==> src/inc/crs_map.svh <==
// register set constants: reset values, stack page bytes, mode register bits, opcodes
`ifndef CRS_MAP_SVH
`define CRS_MAP_SVH
`define CRS_ZERO8 8'h00
`define CRS_ONE8 8'h01
`define CRS_SP_RESET 8'hFF
`define CRS_PAGE0_HI 8'h00
`define CRS_PAGE1_HI 8'h01
`define CRS_MODE_ADDR 16'h003B
`define CRS_MODE_STACK_BIT 2
`define CRS_MODE_RESET 8'h00
`define CRS_PC_RESET 16'h0000
`define CRS_PC_STEP 16'h0001
`define CRS_OP_HALT_OSC 8'h42
`define CRS_OP_WAIT_INT 8'hC2
`define CRS_OP_PRODUCT 8'h02
`define CRS_OP_QUOTIENT 8'h22
`define CRS_OP_FAST_CLK 8'hE2
`define CRS_OP_SLOW_CLK 8'h9A
`endif

==> src/inc/crs_pkg.sv <==
// types shared by the core register set
package crs_pkg;
  typedef enum logic [2:0] {
    CRS_ST_NONE = 3'b001,
    CRS_ST_PUSH = 3'b010,
    CRS_ST_POP = 3'b100
  } crs_stack_op_t;

  typedef enum logic [2:0] {
    CRS_SEL_ACC = 3'b001,
    CRS_SEL_IDX1 = 3'b010,
    CRS_SEL_IDX2 = 3'b100
  } crs_sel_t;
endpackage

==> src/rtl/crs_core_regs.sv <==
// core register set: accumulator, index pair, stack pointer, program counter, mode register
// What this block does
// [RULE1] eight-bit accumulator carries most data operations and transfers
// [RULE2] first index register; indexed address is operand plus its contents
// [RULE3] second index register; address is operand plus its contents
// [RULE4] eight-bit stack pointer for calls and interrupt entry
// [RULE5] stack address low byte comes straight from the stack pointer
// [RULE6] stack high byte is 00 for page bit 0, 01 for 1
// [RULE7] fast-clock and slow-clock opcodes are not decoded as usable
// [RULE8] oscillator stop, wait, multiply and divide opcodes are decoded
// [RULE9] software saves any register the hardware does not push itself
// [RULE10] stack page bit lives in the mode register at fixed address
// [RULE11] sixteen-bit program counter made of high and low bytes
// [RULE12] push stores then decrements; pop increments then reads
`include "crs_map.svh"
module crs_core_regs (
  input wire logic clk,
  input wire logic rst_n,
  input wire logic [7:0] wr_data,
  input wire crs_pkg::crs_sel_t wr_sel,
  input wire logic wr_en,
  input wire logic sp_load,
  input wire crs_pkg::crs_stack_op_t stack_op,
  input wire logic [7:0] operand,
  input wire crs_pkg::crs_sel_t idx_sel,
  input wire logic mem_wr,
  input wire logic [15:0] mem_addr,
  input wire logic pc_load,
  input wire logic [15:0] pc_load_val,
  input wire logic pc_inc,
  input wire logic [7:0] opcode,
  output logic [7:0] acc_q,
  output logic [7:0] idx1_q,
  output logic [7:0] idx2_q,
  output logic [7:0] sp_q,
  output logic [15:0] stack_addr,
  output logic [7:0] eff_addr,
  output logic [7:0] prog_counter_high,
  output logic [7:0] prog_counter_low,
  output logic [7:0] processor_mode_reg,
  output logic halt_oscillator_instr,
  output logic wait_for_interrupt_instr,
  output logic product_instr,
  output logic quotient_instr,
  output logic unusable_instr
);
  import crs_pkg::*;

  logic [7:0] sp_reg;
  logic [7:0] sp_next;
  logic [7:0] mode_reg;
  logic [15:0] pc_reg;
  logic [7:0] sp_addr_byte;
  logic page_bit;
  logic [7:0] idx_val;

  // data registers share one write port; sp has its own path
  crs_reg8 u_acc (
    .clk(clk), .rst_n(rst_n),
    .load(wr_en && (wr_sel == CRS_SEL_ACC)), // RULE1
    .d(wr_data), .q(acc_q)
  );
  crs_reg8 u_idx1 (
    .clk(clk), .rst_n(rst_n),
    .load(wr_en && (wr_sel == CRS_SEL_IDX1)), // RULE2
    .d(wr_data), .q(idx1_q)
  );
  crs_reg8 u_idx2 (
    .clk(clk), .rst_n(rst_n),
    .load(wr_en && (wr_sel == CRS_SEL_IDX2)), // RULE3
    .d(wr_data), .q(idx2_q)
  );

  // push uses the current pointer, pop the incremented one
  always_comb
  begin
    sp_next = sp_reg;
    sp_addr_byte = sp_reg;
    if (sp_load)
      sp_next = wr_data; // RULE4
    else
      case (stack_op)
        CRS_ST_PUSH:
        begin
          sp_addr_byte = sp_reg; // RULE12
          sp_next = sp_reg - `CRS_ONE8; // RULE12
        end
        CRS_ST_POP:
        begin
          sp_addr_byte = sp_reg + `CRS_ONE8; // RULE12
          sp_next = sp_reg + `CRS_ONE8; // RULE12
        end
        CRS_ST_NONE: sp_next = sp_reg;
        default: sp_next = sp_reg;
      endcase
  end

  always_ff @(posedge clk or negedge rst_n)
  begin
    if (!rst_n)
      sp_reg <= `CRS_SP_RESET;
    else
      sp_reg <= sp_next; // RULE4
  end

  // mode register is written by a store to its zero-page address
  always_ff @(posedge clk or negedge rst_n)
  begin
    if (!rst_n)
      mode_reg <= `CRS_MODE_RESET;
    else if (mem_wr && (mem_addr == `CRS_MODE_ADDR))
      mode_reg <= wr_data; // RULE10
  end

  assign page_bit = mode_reg[`CRS_MODE_STACK_BIT];

  // load wins over increment so a jump never also steps
  always_ff @(posedge clk or negedge rst_n)
  begin
    if (!rst_n)
      pc_reg <= `CRS_PC_RESET;
    else if (pc_load)
      pc_reg <= pc_load_val; // RULE11
    else if (pc_inc)
      pc_reg <= pc_reg + `CRS_PC_STEP; // RULE11
  end

  // registered outputs; stack address reflects the access of this cycle, one clock late
  always_ff @(posedge clk or negedge rst_n)
  begin
    if (!rst_n)
    begin
      sp_q <= `CRS_SP_RESET;
      stack_addr <= {`CRS_PAGE0_HI, `CRS_SP_RESET};
      prog_counter_high <= `CRS_ZERO8;
      prog_counter_low <= `CRS_ZERO8;
      processor_mode_reg <= `CRS_MODE_RESET;
    end
    else
    begin
      sp_q <= sp_next;
      stack_addr[7:0] <= sp_addr_byte; // RULE5
      stack_addr[15:8] <= page_bit ? `CRS_PAGE1_HI : `CRS_PAGE0_HI; // RULE6
      prog_counter_high <= pc_reg[15:8]; // RULE11
      prog_counter_low <= pc_reg[7:0]; // RULE11
      processor_mode_reg <= mode_reg;
    end
  end

  // index 2 only on an explicit select; any other code falls back to index 1
  always_comb
  begin
    if (idx_sel == CRS_SEL_IDX2)
      idx_val = idx2_q; // RULE3
    else
      idx_val = idx1_q; // RULE2
  end

  // index add wraps in eight bits; page carry is the address unit's concern
  always_ff @(posedge clk or negedge rst_n)
  begin
    if (!rst_n)
      eff_addr <= `CRS_ZERO8;
    else
      eff_addr <= 8'(operand + idx_val); // RULE2 RULE3
  end

  // decode is registered, so the flags trail the opcode by one clock
  always_ff @(posedge clk or negedge rst_n)
  begin
    if (!rst_n)
    begin
      halt_oscillator_instr <= 1'b0;
      wait_for_interrupt_instr <= 1'b0;
      product_instr <= 1'b0;
      quotient_instr <= 1'b0;
      unusable_instr <= 1'b0;
    end
    else
    begin
      halt_oscillator_instr <= (opcode == `CRS_OP_HALT_OSC); // RULE8
      wait_for_interrupt_instr <= (opcode == `CRS_OP_WAIT_INT); // RULE8
      product_instr <= (opcode == `CRS_OP_PRODUCT); // RULE8
      quotient_instr <= (opcode == `CRS_OP_QUOTIENT); // RULE8
      // clock-speed opcodes are flagged so the sequencer treats them as unusable
      unusable_instr <= (opcode == `CRS_OP_FAST_CLK) || (opcode == `CRS_OP_SLOW_CLK); // RULE7
    end
  end
endmodule

==> src/rtl/crs_reg8.sv <==
// one eight-bit data register with load strobe
`include "crs_map.svh"
module crs_reg8 (
  input wire logic clk,
  input wire logic rst_n,
  input wire logic load,
  input wire logic [7:0] d,
  output logic [7:0] q
);
  always_ff @(posedge clk or negedge rst_n)
  begin
    if (!rst_n)
      q <= `CRS_ZERO8;
    else if (load)
      q <= d;
  end
endmodule
==> config.mk <==
export PLATFORM = sky130hd
export DESIGN_NAME = crs_core_regs
export DESIGN_NICKNAME = d
export VERILOG_FILES = /design/src/inc/crs_pkg.sv /design/src/rtl/crs_core_regs.sv /design/src/rtl/crs_reg8.sv
export VERILOG_INCLUDE_DIRS = /design/src /design/src/inc
export SDC_FILE = /design/constraint.sdc
export NUM_CORES = 1
export LEC_CHECK = 0
export BUFFER_PORTS_ARGS = -buffer_cell sky130_fd_sc_hd__buf_2
export CAP_MARGIN = 20
export CELL_PAD_IN_SITES_DETAIL_PLACEMENT = 0
export CELL_PAD_IN_SITES_GLOBAL_PLACEMENT = 1
export CORE_MARGIN = 1
export CORE_UTILIZATION = 35
export DETAILED_ROUTE_END_ITERATION = 10
export PLACE_DENSITY = 0.87
export SYNTH_ARGS = -nofsm -noshare
export SYNTH_HDL_FRONTEND = slang
export SYNTH_SLANG_ARGS = --single-unit
==> constraint.sdc <==
create_clock -name clk -period 1.7 [get_ports clk]
set_input_delay 0.085 -clock clk [delete_from_list [all_inputs] [get_ports clk]]
set_output_delay 0.085 -clock clk [all_outputs]
set_load 0.02 [all_outputs]
# Yosys cells after proc, flatten, opt, wreduce, memory -nomap -nowiden
# Index checks and enable logic that the tools add are counted.
# classes
addsub,4
multipliers,0
n_div,0
order_cmp,0
n_eq_ne,13
shifts,0
muxes,8
bitwise_logic,0
reduce_logical,7
# op_table
cell,n
$mux W16,2
$mux W8,4
$eq A8 B8 Y1 const B,3
$add A16 B1 Y16 const B,1
$eq A16 B6 Y1 const B,1
$pmux W8 S2,1
$eq A3 B3 Y1 const B,3
$add A8 B1 Y8 const B,1
$add A8 B8 Y8,1
$eq A8 B2 Y1 const B,1
$eq A8 B6 Y1 const B,1
$eq A8 B7 Y1 const B,1
$sub A8 B1 Y8 const B,1
$eq A3 B2 Y1 const B,2
$logic_and A1 B1 Y1,4
$eq A3 B1 Y1 const B,1
$reduce_bool A3 Y1,1
$reduce_bool A2 Y1,1
$logic_or A1 B1 Y1,1
$mux W1,1
# totals
regBits,102
latchBits,0
mem_bits_rw,0
rom_bits,0
input_bits,72
word_cells,48
memories,0

# Longest topological paths before layout
# Gate-level depths: netlist of run 1.
# depth
word_depth,3
ltp_mapped,8

# Modules after synthesis
# A second synthesis of run 1 with hierarchy kept.
# hier_totals
cells_unflattened,393
hier_area_um2,4723.3
# by_module_without_submodules
mod,n_inst,cells_per_inst,area_per_inst_um2
crs_core_regs,1,342,3728.6
crs_reg8,3,17,331.6

# Worst setup path before layout of run 1
# Ideal clock, no wire load.
# synth_path
kind,in2reg
from,input idx_sel[1]
to,register eff_addr[6]
setup_ps,131
t_arrival_ps,2055
required_time_ps,1569
setup_slack_ps,-486
stages,8
cell_sequence,nor3b_2 > mux2_2 > ha_1 > fa_1 > a21o_1 > a21oi_1 > nand3b_1 > nand3_1
# synth_between
elab_chain_cells,3
# synth_rtl
element,line,rtl
start: declaration,crs_core_regs.sv:25,"input wire crs_pkg::crs_sel_t idx_sel,"
$eq A3 B3 Y1,crs_core_regs.sv:153,if (idx_sel == CRS_SEL_IDX2)
$mux W8,crs_core_regs.sv:153,
$add A8 B8 Y8,crs_core_regs.sv:165,eff_addr <= 8'(operand + idx_val);
end signal: assignment,crs_core_regs.sv:163,eff_addr <= `CRS_ZERO8;
end signal: assignment,crs_core_regs.sv:165,
end: declaration,crs_core_regs.sv:37,"output logic [7:0] eff_addr,"
# Every way passes these cells.
# A chain may end at the register's enable or synchronous reset.

# Worst setup path after layout of run 1
# layout_path
from,register u_idx1.q[0]
to,register eff_addr[6]
# layout_between
elab_chain_cells,2
# layout_rtl
element,line,rtl
start: declaration,crs_reg8.sv:8,output logic [7:0] q
start signal: assignment,crs_reg8.sv:13,q <= `CRS_ZERO8;
$mux W8,crs_core_regs.sv:153,
$add A8 B8 Y8,crs_core_regs.sv:165,
# Every way passes these cells.

==> results of run 1 <==
[metrics by stage]
| stage | total power [mW] | instance area, um^2 | util (%) | hold slack [ns] |
|---|---|---|---|---|
| final | 7.41 | 6880 | 53.8 | 0.0276 |
| after global placement | 4.99 | 6010 | 47.1 | 0.182 |
| after floorplan | 4.19 | 4790 | - | -0.211 |
| after CTS | 7.29 | 6630 | 51.9 | 0.0144 |
| after global routing | 7.79 | 6880 | 53.8 | 0.0540 |
| after detailed placement | 5.05 | 6010 | 47.1 | 0.190 |
[power by group through the flow]
stage	registers, mW	logic, mW	clock network [mW]
global placement	3.02	1.97	0
floorplan	3.41	0.783	0
detailed placement	3.03	2.02	0
finish	2.98	2.31	2.11
CTS	2.99	2.13	2.17
global route	3.03	2.49	2.27
[path summary, 6_finish.rpt]
path,slack [ns],to
max in group asynchronous,0.95,stack_addr[0]
hold reg to reg,0.37,processor_mode_reg[1]
hold / removal,0.03,sp_q[1]
min in group asynchronous,0.35,eff_addr[7]
setup / recovery,-0.15,eff_addr[6]
setup reg to reg,-0.15,eff_addr[6]
[cells in the final DEF, fill, tap and decap left out, types with 4 or more instances in the layout]
| master | instances |
|---|---|
| sky130_fd_sc_hd__nor3_1 | 8 |
| sky130_fd_sc_hd__o21ai_0 | 21 |
| sky130_fd_sc_hd__xnor2_1 | 19 |
| sky130_fd_sc_hd__mux2_4 | 4 |
| sky130_fd_sc_hd__nand2_1 | 36 |
| sky130_fd_sc_hd__mux2i_1 | 4 |
| sky130_fd_sc_hd__buf_2 | 148 |
| sky130_fd_sc_hd__conb_1 | 7 |
| sky130_fd_sc_hd__dfrtp_1 | 85 |
| sky130_fd_sc_hd__dfstp_2 | 16 |
| sky130_fd_sc_hd__nand3_1 | 15 |
| sky130_fd_sc_hd__nor2_1 | 11 |
| sky130_fd_sc_hd__dlygate4sd3_1 | 22 |
| sky130_fd_sc_hd__inv_1 | 10 |
| sky130_fd_sc_hd__mux2_2 | 35 |
| sky130_fd_sc_hd__ha_4 | 6 |
| sky130_fd_sc_hd__ha_1 | 4 |
| sky130_fd_sc_hd__buf_4 | 72 |
| sky130_fd_sc_hd__o211ai_1 | 4 |
| sky130_fd_sc_hd__clkbuf_16 | 9 |
| sky130_fd_sc_hd__nand4_1 | 8 |
| sky130_fd_sc_hd__xor2_1 | 6 |
[cell usage after synthesis, types with 2 or more instances]
cell                       number  share of area, %
sky130_fd_sc_hd__o211ai_1       4              0.64
sky130_fd_sc_hd__ha_1          11               3.0
sky130_fd_sc_hd__buf_2          3              0.32
sky130_fd_sc_hd__nor4bb_1       4              0.86
sky130_fd_sc_hd__o21ai_0       22               2.4
sky130_fd_sc_hd__xnor2_1       21               3.9
sky130_fd_sc_hd__or3_1          3              0.40
sky130_fd_sc_hd__o31a_1         2              0.38
sky130_fd_sc_hd__mux2i_1        4              0.86
sky130_fd_sc_hd__nand3_1       18               1.9
sky130_fd_sc_hd__nor2_1        14               1.1
sky130_fd_sc_hd__o311ai_0       2              0.38
sky130_fd_sc_hd__nor4_1         5              0.67
sky130_fd_sc_hd__or2_2          3              0.40
sky130_fd_sc_hd__a21oi_1        5              0.54
sky130_fd_sc_hd__mux2_2        39               9.4
sky130_fd_sc_hd__and3_1         2              0.27
sky130_fd_sc_hd__or3b_2         3              0.56
sky130_fd_sc_hd__clkbuf_1      12              0.97
sky130_fd_sc_hd__xor2_1         6               1.1
sky130_fd_sc_hd__nor3_1         9              0.97
sky130_fd_sc_hd__nor3b_1        3              0.48
sky130_fd_sc_hd__nand4_1        8               1.1
sky130_fd_sc_hd__a31oi_1        3              0.40
sky130_fd_sc_hd__nand2_1       36               2.9
sky130_fd_sc_hd__dfrtp_1       85                46
sky130_fd_sc_hd__nor2b_1        3              0.40
sky130_fd_sc_hd__or4_1          5              0.81
sky130_fd_sc_hd__dfstp_2       16               9.0
sky130_fd_sc_hd__inv_1         12              0.97
sky130_fd_sc_hd__a2111o_1       2              0.48
sky130_fd_sc_hd__a22oi_1        2              0.32
sky130_fd_sc_hd__buf_4          8               1.3
[critical path, cell delays in order, from the launching register on]
cell	delay [ns]
sky130_fd_sc_hd__dfrtp_1	0.38
sky130_fd_sc_hd__mux2_4	0.28
sky130_fd_sc_hd__ha_4	0.18
sky130_fd_sc_hd__fa_2	0.35
sky130_fd_sc_hd__a21o_1	0.18
sky130_fd_sc_hd__a21oi_2	0.16
sky130_fd_sc_hd__nand3b_1	0.13
sky130_fd_sc_hd__nand3_1	0.08
[routing by layer]
layer	up-vias	routed length, um
met5	-	0
met4	0	345
met3	28	579
met2	146	6090
met1	1903	4830
li1	1893	-
[logic make-up after synthesis]
kind of cell    Yosys count  synth area share (%)
simple gates            127                  15.4
other cells               1                0.0805
xor+xnor                 27                  5.08
buf+inv                  36                  3.79
compound gates           52                  7.33
flops                   101                  54.7
mux                      43                  10.3
fa+ha+maj                12                  3.38
[area by class of cell]
| type | count | area [um^2] |
|---|---|---|
| clock buffer | 13 | 270 |
| multi-input combinational | 268 | 2200 |
| tap | 172 | 215 |
| inverter | 12 | 45.0 |
| fill | 1061 | 5900 |
| sequential | 101 | 2550 |
| clock inverter | 3 | 42.5 |
| timing repair buffer | 246 | 1560 |
[timing repair]
item / 4_1_cts / 5_1_grt
setup buffers: 6 / 17
resized for setup: 7 / 23
hold buffers: 22 / 0
endpoints found under the setup margin: 8 / 17
pin swaps: 4 / 18
endpoints found under the hold margin: 105 / 0
==> impl_metrics.csv, run 1 <==
group,metric,value,unit
run_status,run_status,"complete, but fails checks",
run_status,violations_in_the_final_reports,"negative setup slack",
clocking,htree_levels,3,
setup_path,critPathLaunchType,"flop",
grt,groute.layer.met2.usage,29.6,%
floorplan,fp.dieArea,0.0138,mm^2
floorplan,initial_core_util,36.5,%
power_and_ir_drop,switching_power,2.26,mW
logic_synthesis,synthesis.instances,399,
power_and_ir_drop,irDropWorstVdd,0.464,mV
routing,dr.pass1.iters,4,
routing,routed_wire_length_per_instance,14.5,um
setup_path,timing.critical_path.from,"u_idx1.q[0]",
cells_and_area,largest_register_ffs,16,
cells_and_area,antenna_cells_inserted,0,
routing,dr_total_vias,3970,
logic_synthesis,syn-mean-instance-area,11.7,um^2
sta,timing.setup.tns,-0.629,ns
min_path,cell_count_of_the_worst_hold_path,3,
power_and_ir_drop,seq_power_share,40.2,%
sta,post-route-worst-setup-slack,-0.155,ns
min_path,worst_hold_startpoint,"wr_data[1]",
power_and_ir_drop,pwr_density_cell,1080,mW/mm^2
grt,antenna_found_initial,0,
grt,top_usage_layer,"met2",
floorplan,die_width,117,um
routing,drt-vias-per-instance,4.87,
setup_path,rr_worst_depth,7,
grt,grt_remaining_overflow,0,
routing,detail_route.drc_violations,0,
sta,final.min_clock_period,1.85,ns
setup_path,cp.required,1.91,ns
grt,maximum_number_of_pins_on_one_net_before_global_route_repair,102,
routing,antenna_violating_nets_post_route,0,
clocking,clockBufferDepth,2,
grt,number_of_global_route_vias_before_repair,4029,
grt,global_route.usage.met1,21.7,%
logic_synthesis,async_reset_ff_share,100,%
clocking,tritoncts.num_buffers,9,
power_and_ir_drop,power_leakage,3.23,nW
grt,global_route.usage.met3,3.40,%
clocking,clk-insertion-delay-late,0.34,ns
logic_synthesis,synth.ff_latch_count,101,
logic_synthesis,dominantRegCellSynth,"sky130_fd_sc_hd__dfrtp_1",
sta,fmax,539,MHz
power_and_ir_drop,power_frac_clock,28.5,%
clocking,clock_sink_total,101,
clocking,clock_tree_root,"sky130_fd_sc_hd__clkbuf_16",
logic_synthesis,yosys_warnings,0,
setup_path,r2r-start,"u_idx1.q[0]",
clocking,tritoncts,"done",
placed_design,pre_cts_slack,-0.392,ns
floorplan,rows,41,
sta,slew_violations,0,
routing,detail_route.iter0.violations,201,
setup_path,endpoint_kind,"flop",
min_path,hp-class,"input pin to flop",
logic_synthesis,syn_area,0.00466,mm^2
setup_path,path_max_fanout,3,
placed_design,dp_hpwl,8240,um
setup_path,worst-endpoint-arrival,2.07,ns
logic_synthesis,number_of_enable_flip_flop_cells_after_synthesis,0,
power_and_ir_drop,power_switching_share,30.5,%
sta,hold_viol,0,
floorplan,placeableCoreArea,0.0128,mm^2
clocking,path_clk_slew,0.06,ns
power_and_ir_drop,p_comb_share,31.2,%
grt,grt_first_pass_wirelength,19500,um
grt,grt.total_usage,17.7,%
power_and_ir_drop,power.internal,5.15,mW
floorplan,io_pins,157,
logic_synthesis,yosys.cell_types.count,57,
cells_and_area,layout-drive-gt1-share,52.3,%
cells_and_area,layout.cells.non_filler,815,
placed_design,globalplace.congestion,0.844,
placed_design,numPlacedInstances,754,
sta,timing_worst_slew_pin_value,0.521,ns
sta,fin_worst_skew,0.00455,ns
placed_design,port_buffers,149,
floorplan,dieHeight,117,um
cells_and_area,fin_nets,722,
routing,totalWireLength,11800,um
cells_and_area,synthToLayoutAreaGrowth,47.6,%
run,maxCapViolCount,0,
setup_path,critical_path_class,"flop to flop",
sta,rsz0062_at_grt,"true",
sta,slew_headroom,65.3,%
logic_synthesis,seq_area_frac_synth,54.7,%
sta,final_min_period_over_clock_period,109,%
sta,final-setup-viol-count,7,
(Power assumes the default switching activity.)
==> run 2: changes to the inputs <==
clock period = 1.5 ns   (was 1.7 ns; I/O delays follow)
==> run 2 against run 1 <==
Clock-buffer cell count down 3. The flow finishes with violations (negative hold slack, negative setup slack). Flip-flop and latch count stayed put. First-iteration DRC count is 27% lower. Total power rose by 15%. Critical endpoint unchanged. Die area unchanged. Critical path depth unchanged. Global-route usage rose by 0.14 points. Combinational power rose by 16%. Final cell count rose by 1.2%.
==> impl_metrics.csv, run 2 (same netlist as run 1, synthesis figures left out) <==
group,metric,value,unit
cells_and_area,multi_input_gate_area,0.00225,mm^2
cells_and_area,final_cell_mix,"sky130_fd_sc_hd__buf_2, sky130_fd_sc_hd__dfrtp_1, sky130_fd_sc_hd__buf_4",
power_and_ir_drop,power_frac_clock,29.2,%
grt,grt_first_pass_wirelength,19400,um
sta,fin_worst_skew,0.00480,ns
floorplan,dieHeight,117,um
sta,rsz0062_at_grt,"true",
placed_design,port_buffers,149,
power_and_ir_drop,switching_power,2.61,mW
sta,slew_violations,0,
floorplan,io_pins,157,
setup_path,critical_path.cell_chain,"mux2_4, ha_4, fa_2, a21o_1, a21oi_2, nand3b_1, nand3_1",
cells_and_area,fin_nets,732,
cells_and_area,antenna_cells_inserted,0,
sta,fmax,545,MHz
grt,antenna_found_initial,0,
sta,final.min_clock_period,1.83,ns
setup_path,endpoint_kind,"flop",
routing,top_signal_layer_used,"met4",
setup_path,critPathLaunchType,"flop",
floorplan,die_width,117,um
routing,m1WireLength,5080,um
setup_path,cp.required,1.72,ns
routing,dr.pass1.iters,5,
floorplan,initial_core_util,36.5,%
cells_and_area,synthToLayoutAreaGrowth,50.8,%
floorplan,rows,41,
setup_path,rr_worst_depth,7,
clocking,clk-insertion-delay-late,0.34,ns
sta,slew_headroom,64.6,%
min_path,hold-path-endpoint,"eff_addr[0]",
power_and_ir_drop,p_total,8.55,mW
sta,hold_viol,1,
routing,detail_route.iter0.violations,146,
sta,final_min_period_over_clock_period,122,%
cells_and_area,largest_register_ffs,16,
grt,number_of_global_route_vias_before_repair,3942,
power_and_ir_drop,power_switching_share,30.5,%
routing,detail_route.drc_violations,0,
clocking,clock_tree_root,"sky130_fd_sc_hd__clkbuf_16",
power_and_ir_drop,irDropWorstVdd,0.675,mV
min_path,cell_count_of_the_worst_hold_path,2,
sta,timing.hold.ws,-0.0116,ns
grt,grt.total_usage,17.9,%
power_and_ir_drop,seq_power_share,39.4,%
cells_and_area,final-seq-area,0.00255,mm^2
cells_and_area,nFillCells,1081,
placed_design,dp_hpwl,8870,um
sta,timing_worst_slew_pin_value,0.531,ns
sta,post-route-worst-setup-slack,-0.334,ns
floorplan,placeableCoreArea,0.0128,mm^2
routing,wl_met2,6190,um
min_path,worst_hold_startpoint,"operand[0]",
clocking,clockBufferDepth,2,
sta,final-setup-viol-count,14,
cells_and_area,layout-drive-gt1-share,54.5,%
clocking,clock_sink_total,101,
power_and_ir_drop,p_comb_share,31.4,%
placed_design,numPlacedInstances,775,
power_and_ir_drop,power_leakage,3.29,nW
grt,maximum_number_of_pins_on_one_net_before_global_route_repair,102,
setup_path,worst-endpoint-arrival,2.06,ns
clocking,tritoncts.num_buffers,9,
routing,dr_total_vias,3973,
routing,drt-vias-per-instance,4.82,
clocking,cts_hold_repair.buffers,21,
power_and_ir_drop,power.internal,5.94,mW
routing,antenna_violating_nets_post_route,0,
cells_and_area,layout.cells.most_common,"sky130_fd_sc_hd__buf_2",
setup_path,r2r-start,"u_idx1.q[0]",
setup_path,timing.rr.end,"eff_addr[6]",
setup_path,critical_path_class,"flop to flop",
setup_path,timing.critical_path.slowest_cell_delay,0.39,ns
setup_path,crit_slowest_cell,"sky130_fd_sc_hd__dfrtp_1",
clocking,path_clk_slew,0.07,ns
run_status,run_status,"complete, but fails checks",
cells_and_area,layout.cells.non_filler,825,
grt,grt_remaining_overflow,0,
power_and_ir_drop,pwr_density_cell,1220,mW/mm^2
routing,totalWireLength,12200,um
routing,met3WireLength,663,um
clocking,htree_levels,3,
routing,routed_wire_length_per_instance,14.7,um
placed_design,globalplace.congestion,0.835,
setup_path,path_max_fanout,3,
run,maxCapViolCount,0,
clocking,tritoncts,"done",
run_status,violations_in_the_final_reports,"negative hold slack, negative setup slack",
min_path,hp-class,"input pin to flop",
floorplan,fp.dieArea,0.0138,mm^2
setup_path,setup.reg_to_reg.worst_slack,-0.33,ns
-- run 2: cell types whose count changed in the layout (fill, tap and decap cells not counted), sizes merged --
cell and delta:
clkinv +2, bufinv +1, clkbuf -3, dlygate4sd3 -1
buf +11
-- run 2: per-stage QoR --
stage	utilization, %	worst slack (ns)	area (um^2)	TNS (ns)	hold slack (ns)
6_report	55.0	-0.334	7030	-2.45	-0.0116
5_1_grt	55.0	-0.383	7030	-3.64	-0.0242
4_1_cts	53.3	-0.331	6810	-2.33	-0.0244
3_5_place_dp	48.5	-0.558	6200	-4.46	0.182
3_3_place_gp	48.5	-0.496	6200	-3.64	0.172
2_1_floorplan	-	-0.400	4820	-2.44	-0.221
-- run 2: layout make-up --
cell class | count | area share (%)
Clock buffer | 10 | 3.40
Clock inverter | 6 | 1.23
Inverter | 12 | 0.641
Multi-Input combinational cell | 268 | 32.1
Sequential cell | 101 | 36.3
Tap cell | 172 | 3.06
Timing Repair Buffer | 256 | 23.3
-- run 2: worst max-delay path, delay by kind of cell (launching register included) --
kind / cells / cell delay (ns)
AND/OR/NAND/NOR: 2 / 0.20
flip-flops: 1 / 0.39
adder cells (fa/ha/maj): 2 / 0.50
multiplexers: 1 / 0.29
AO/OA/AOI/OAI: 2 / 0.32
-- run 2: layer usage --
layer,track usage [%],vias to the layer above
met5,0,-
met3,4.43,20
met2,30.9,127
li1,-,1913
met4,6.98,0
met1,21.2,1913
-- run 2: repair_timing --
item,4_1_cts,5_1_grt
buffers inserted,3,10
resized for setup,14,33
endpoints found under the setup margin,16,22
pin swaps,9,19
endpoints found under the hold margin,105,1
-- run 2: worst max path at each step --
stage,depth (start not counted),start,slack [ns],end
6_report,7,u_idx1.q[0],-0.33,eff_addr[6]
3_5_place_dp,9,idx_sel[0],-0.56,eff_addr[7]
2_1_floorplan,8,idx_sel[0],-0.40,eff_addr[6]
5_1_grt,7,u_idx1.q[0],-0.38,eff_addr[6]
4_1_cts,7,u_idx1.q[0],-0.33,eff_addr[6]
3_3_place_gp,9,idx_sel[0],-0.50,eff_addr[7]
-- run 2: power by group through the flow --
| stage | logic, mW | clock network [mW] | registers, mW |
|---|---|---|---|
| CTS | 2.54 | 2.57 | 3.36 |
| detailed placement | 2.44 | 0 | 3.41 |
| finish | 2.69 | 2.50 | 3.37 |
| global route | 2.88 | 2.69 | 3.41 |
| global placement | 2.37 | 0 | 3.39 |
| floorplan | 0.902 | 0 | 3.86 |
==> run 3: changes to the inputs <==
SETUP_SLACK_MARGIN = 0.15   (was unset)
==> run 3 against run 2 <==
The run still ends with negative hold slack, negative setup slack left. Highest routed layer unchanged. Cell area increased by 3.5%. Core utilization increased by 1.9 points. Maximum frequency decreased by 0.22%. Sequential share of layout area decreased by 1.2 points. First-iteration DRC count increased by 4.8%. Critical endpoint unchanged.
==> impl_metrics.csv, run 3 (same netlist as run 1, synthesis figures left out) <==
group,metric,value,unit
cells_and_area,fin_nets,743,
sta,final_min_period_over_clock_period,123,%
min_path,worst_hold_startpoint,"operand[0]",
grt,grt.total_usage,18.9,%
floorplan,die_width,117,um
floorplan,io_pins,157,
floorplan,rows,41,
sta,slew_headroom,64.7,%
routing,drt-vias-per-instance,4.84,
clocking,clockBufferDepth,2,
setup_path,cpLargestDelayFamily,"adder cells",
setup_path,critPathLaunchType,"flop",
routing,dr_total_vias,4049,
setup_path,critical_path.cell_chain,"mux2_4, ha_4, fa_2, a21o_1, a21oi_2, nand3b_1, nand3_1",
cells_and_area,largest_register_ffs,16,
setup_path,r2r-start,"u_idx1.q[0]",
sta,slew_violations,0,
sta,post-route-worst-setup-slack,-0.339,ns
min_path,cell_count_of_the_worst_hold_path,2,
power_and_ir_drop,power_leakage,3.40,nW
power_and_ir_drop,irDropWorstVdd,0.549,mV
setup_path,setup.reg_to_reg.worst_slack,-0.34,ns
clocking,path_clk_slew,0.07,ns
placed_design,place_area,0.00631,mm^2
setup_path,timing.critical_path.slowest_cell_delay,0.38,ns
routing,totalWireLength,12800,um
cells_and_area,layout-drive-gt1-share,56.5,%
floorplan,initial_core_util,36.5,%
clocking,htree_levels,3,
cells_and_area,antenna_cells_inserted,0,
setup_path,crit_slowest_cell,"sky130_fd_sc_hd__dfrtp_1",
clocking,tritoncts,"done",
min_path,hold-path-endpoint,"eff_addr[0]",
sta,final.min_clock_period,1.84,ns
clocking,tritoncts.num_buffers,9,
clocking,clk-insertion-delay-late,0.35,ns
sta,rsz0062_at_grt,"true",
grt,grt_remaining_overflow,0,
grt,antenna_found_initial,0,
setup_path,rr_worst_depth,7,
grt,number_of_global_route_vias_before_repair,4178,
sta,final-setup-viol-count,15,
min_path,hp-class,"input pin to flop",
sta,timing_worst_slew_pin_value,0.530,ns
floorplan,placeableCoreArea,0.0128,mm^2
placed_design,globalplace.congestion,0.860,
grt,maximum_number_of_pins_on_one_net_before_global_route_repair,99,
run_status,violations_in_the_final_reports,"negative hold slack, negative setup slack",
sta,fmax,544,MHz
placed_design,dp_hpwl,8950,um
setup_path,endpoint_kind,"flop",
sta,fin_worst_skew,0.00741,ns
sta,hold_viol,1,
clocking,clock_sink_total,101,
setup_path,path_max_fanout,3,
grt,grt_first_pass_wirelength,20600,um
routing,antenna_violating_nets_post_route,0,
run,maxCapViolCount,0,
placed_design,port_buffers,149,
setup_path,worst-endpoint-arrival,2.07,ns
clocking,clock_tree_root,"sky130_fd_sc_hd__clkbuf_16",
sta,timing.hold.ws,-0.00725,ns
cells_and_area,layout.cells.non_filler,836,
power_and_ir_drop,pwr_density_cell,1200,mW/mm^2
floorplan,fp.dieArea,0.0138,mm^2
routing,detail_route.drc_violations,0,
setup_path,cp.required,1.73,ns
floorplan,dieHeight,117,um
routing,detail_route.iter0.violations,153,
setup_path,critical_path_class,"flop to flop",
routing,dr.pass1.iters,4,
run_status,run_status,"complete, but fails checks",
setup_path,timing.critical_path.buf_inv,0,
cells_and_area,final_cell_mix,"sky130_fd_sc_hd__buf_2, sky130_fd_sc_hd__buf_4, sky130_fd_sc_hd__dfrtp_1",
cells_and_area,final_instance_area,0.00727,mm^2
cells_and_area,synthToLayoutAreaGrowth,56.1,%
cells_and_area,layout.cells.most_common,"sky130_fd_sc_hd__buf_2",
clocking,cts_hold_repair.buffers,23,
routing,routed_wire_length_per_instance,15.3,um
setup_path,timing.rr.end,"eff_addr[6]",
placed_design,numPlacedInstances,780,
run 3: repair_timing:
item | in CTS | in global routing
resized for setup | 41 | 24
endpoints found under the hold margin | 110 | 1
pin swaps | 22 | 18
setup endpoints to repair | 27 | 33
setup buffers | 10 | 7
cloned | 0 | 0
run 3: where the power goes:
group | total [mW] | leakage [nW] | internal (mW) | switching (mW)
sequential | 3.37 | 1.23 | 3.16 | 0.213
combinational | 2.82 | 2.01 | 1.37 | 1.45
clock | 2.54 | 0.152 | 1.47 | 1.07
total | 8.73 | 3.40 | 5.99 | 2.73
run 3: worst max path at each step:
stage	start	to	slack, ns	depth (start not counted)
final	u_idx1.q[0]	eff_addr[6]	-0.34	7
after global routing	u_idx1.q[0]	eff_addr[6]	-0.39	7
after CTS	u_idx1.q[0]	eff_addr[6]	-0.31	7
after detailed placement	idx_sel[0]	eff_addr[7]	-0.57	9
after global placement	idx_sel[0]	eff_addr[7]	-0.50	9
after floorplan	idx_sel[0]	eff_addr[6]	-0.40	8
run 3: area by class of cell:
| type | count | area, um^2 |
|---|---|---|
| repair buffers | 267 | 1770 |
| inverters | 12 | 45.0 |
| clock buffers | 9 | 225 |
| clock inverters | 7 | 97.6 |
| multi-input cells | 268 | 2380 |
| fillers | 1057 | 5500 |
| well taps | 172 | 215 |
| flip-flops and latches | 101 | 2550 |
run 3: per-stage QoR:
step                      total power [mW]  setup WS [ns]  setup TNS [ns]  hold WS [ns]  utilization, %
final                                 8.73         -0.339           -2.65      -0.00725            56.9
after global routing                  9.14         -0.386           -3.72       -0.0214            56.9
after CTS                             8.66         -0.312           -2.50       -0.0208            55.7
after detailed placement              5.90         -0.574           -4.77        0.0551            49.4
after global placement                5.82         -0.497           -3.64        0.0527            49.4
after floorplan                       4.78         -0.400           -2.52        -0.221               -
run 3: metal layers:
layer	track usage [%]	part of all wire, %
met5	0	0
met3	4.28	4.4
met4	6.41	2.0
met2	32.6	52
met1	23.1	42
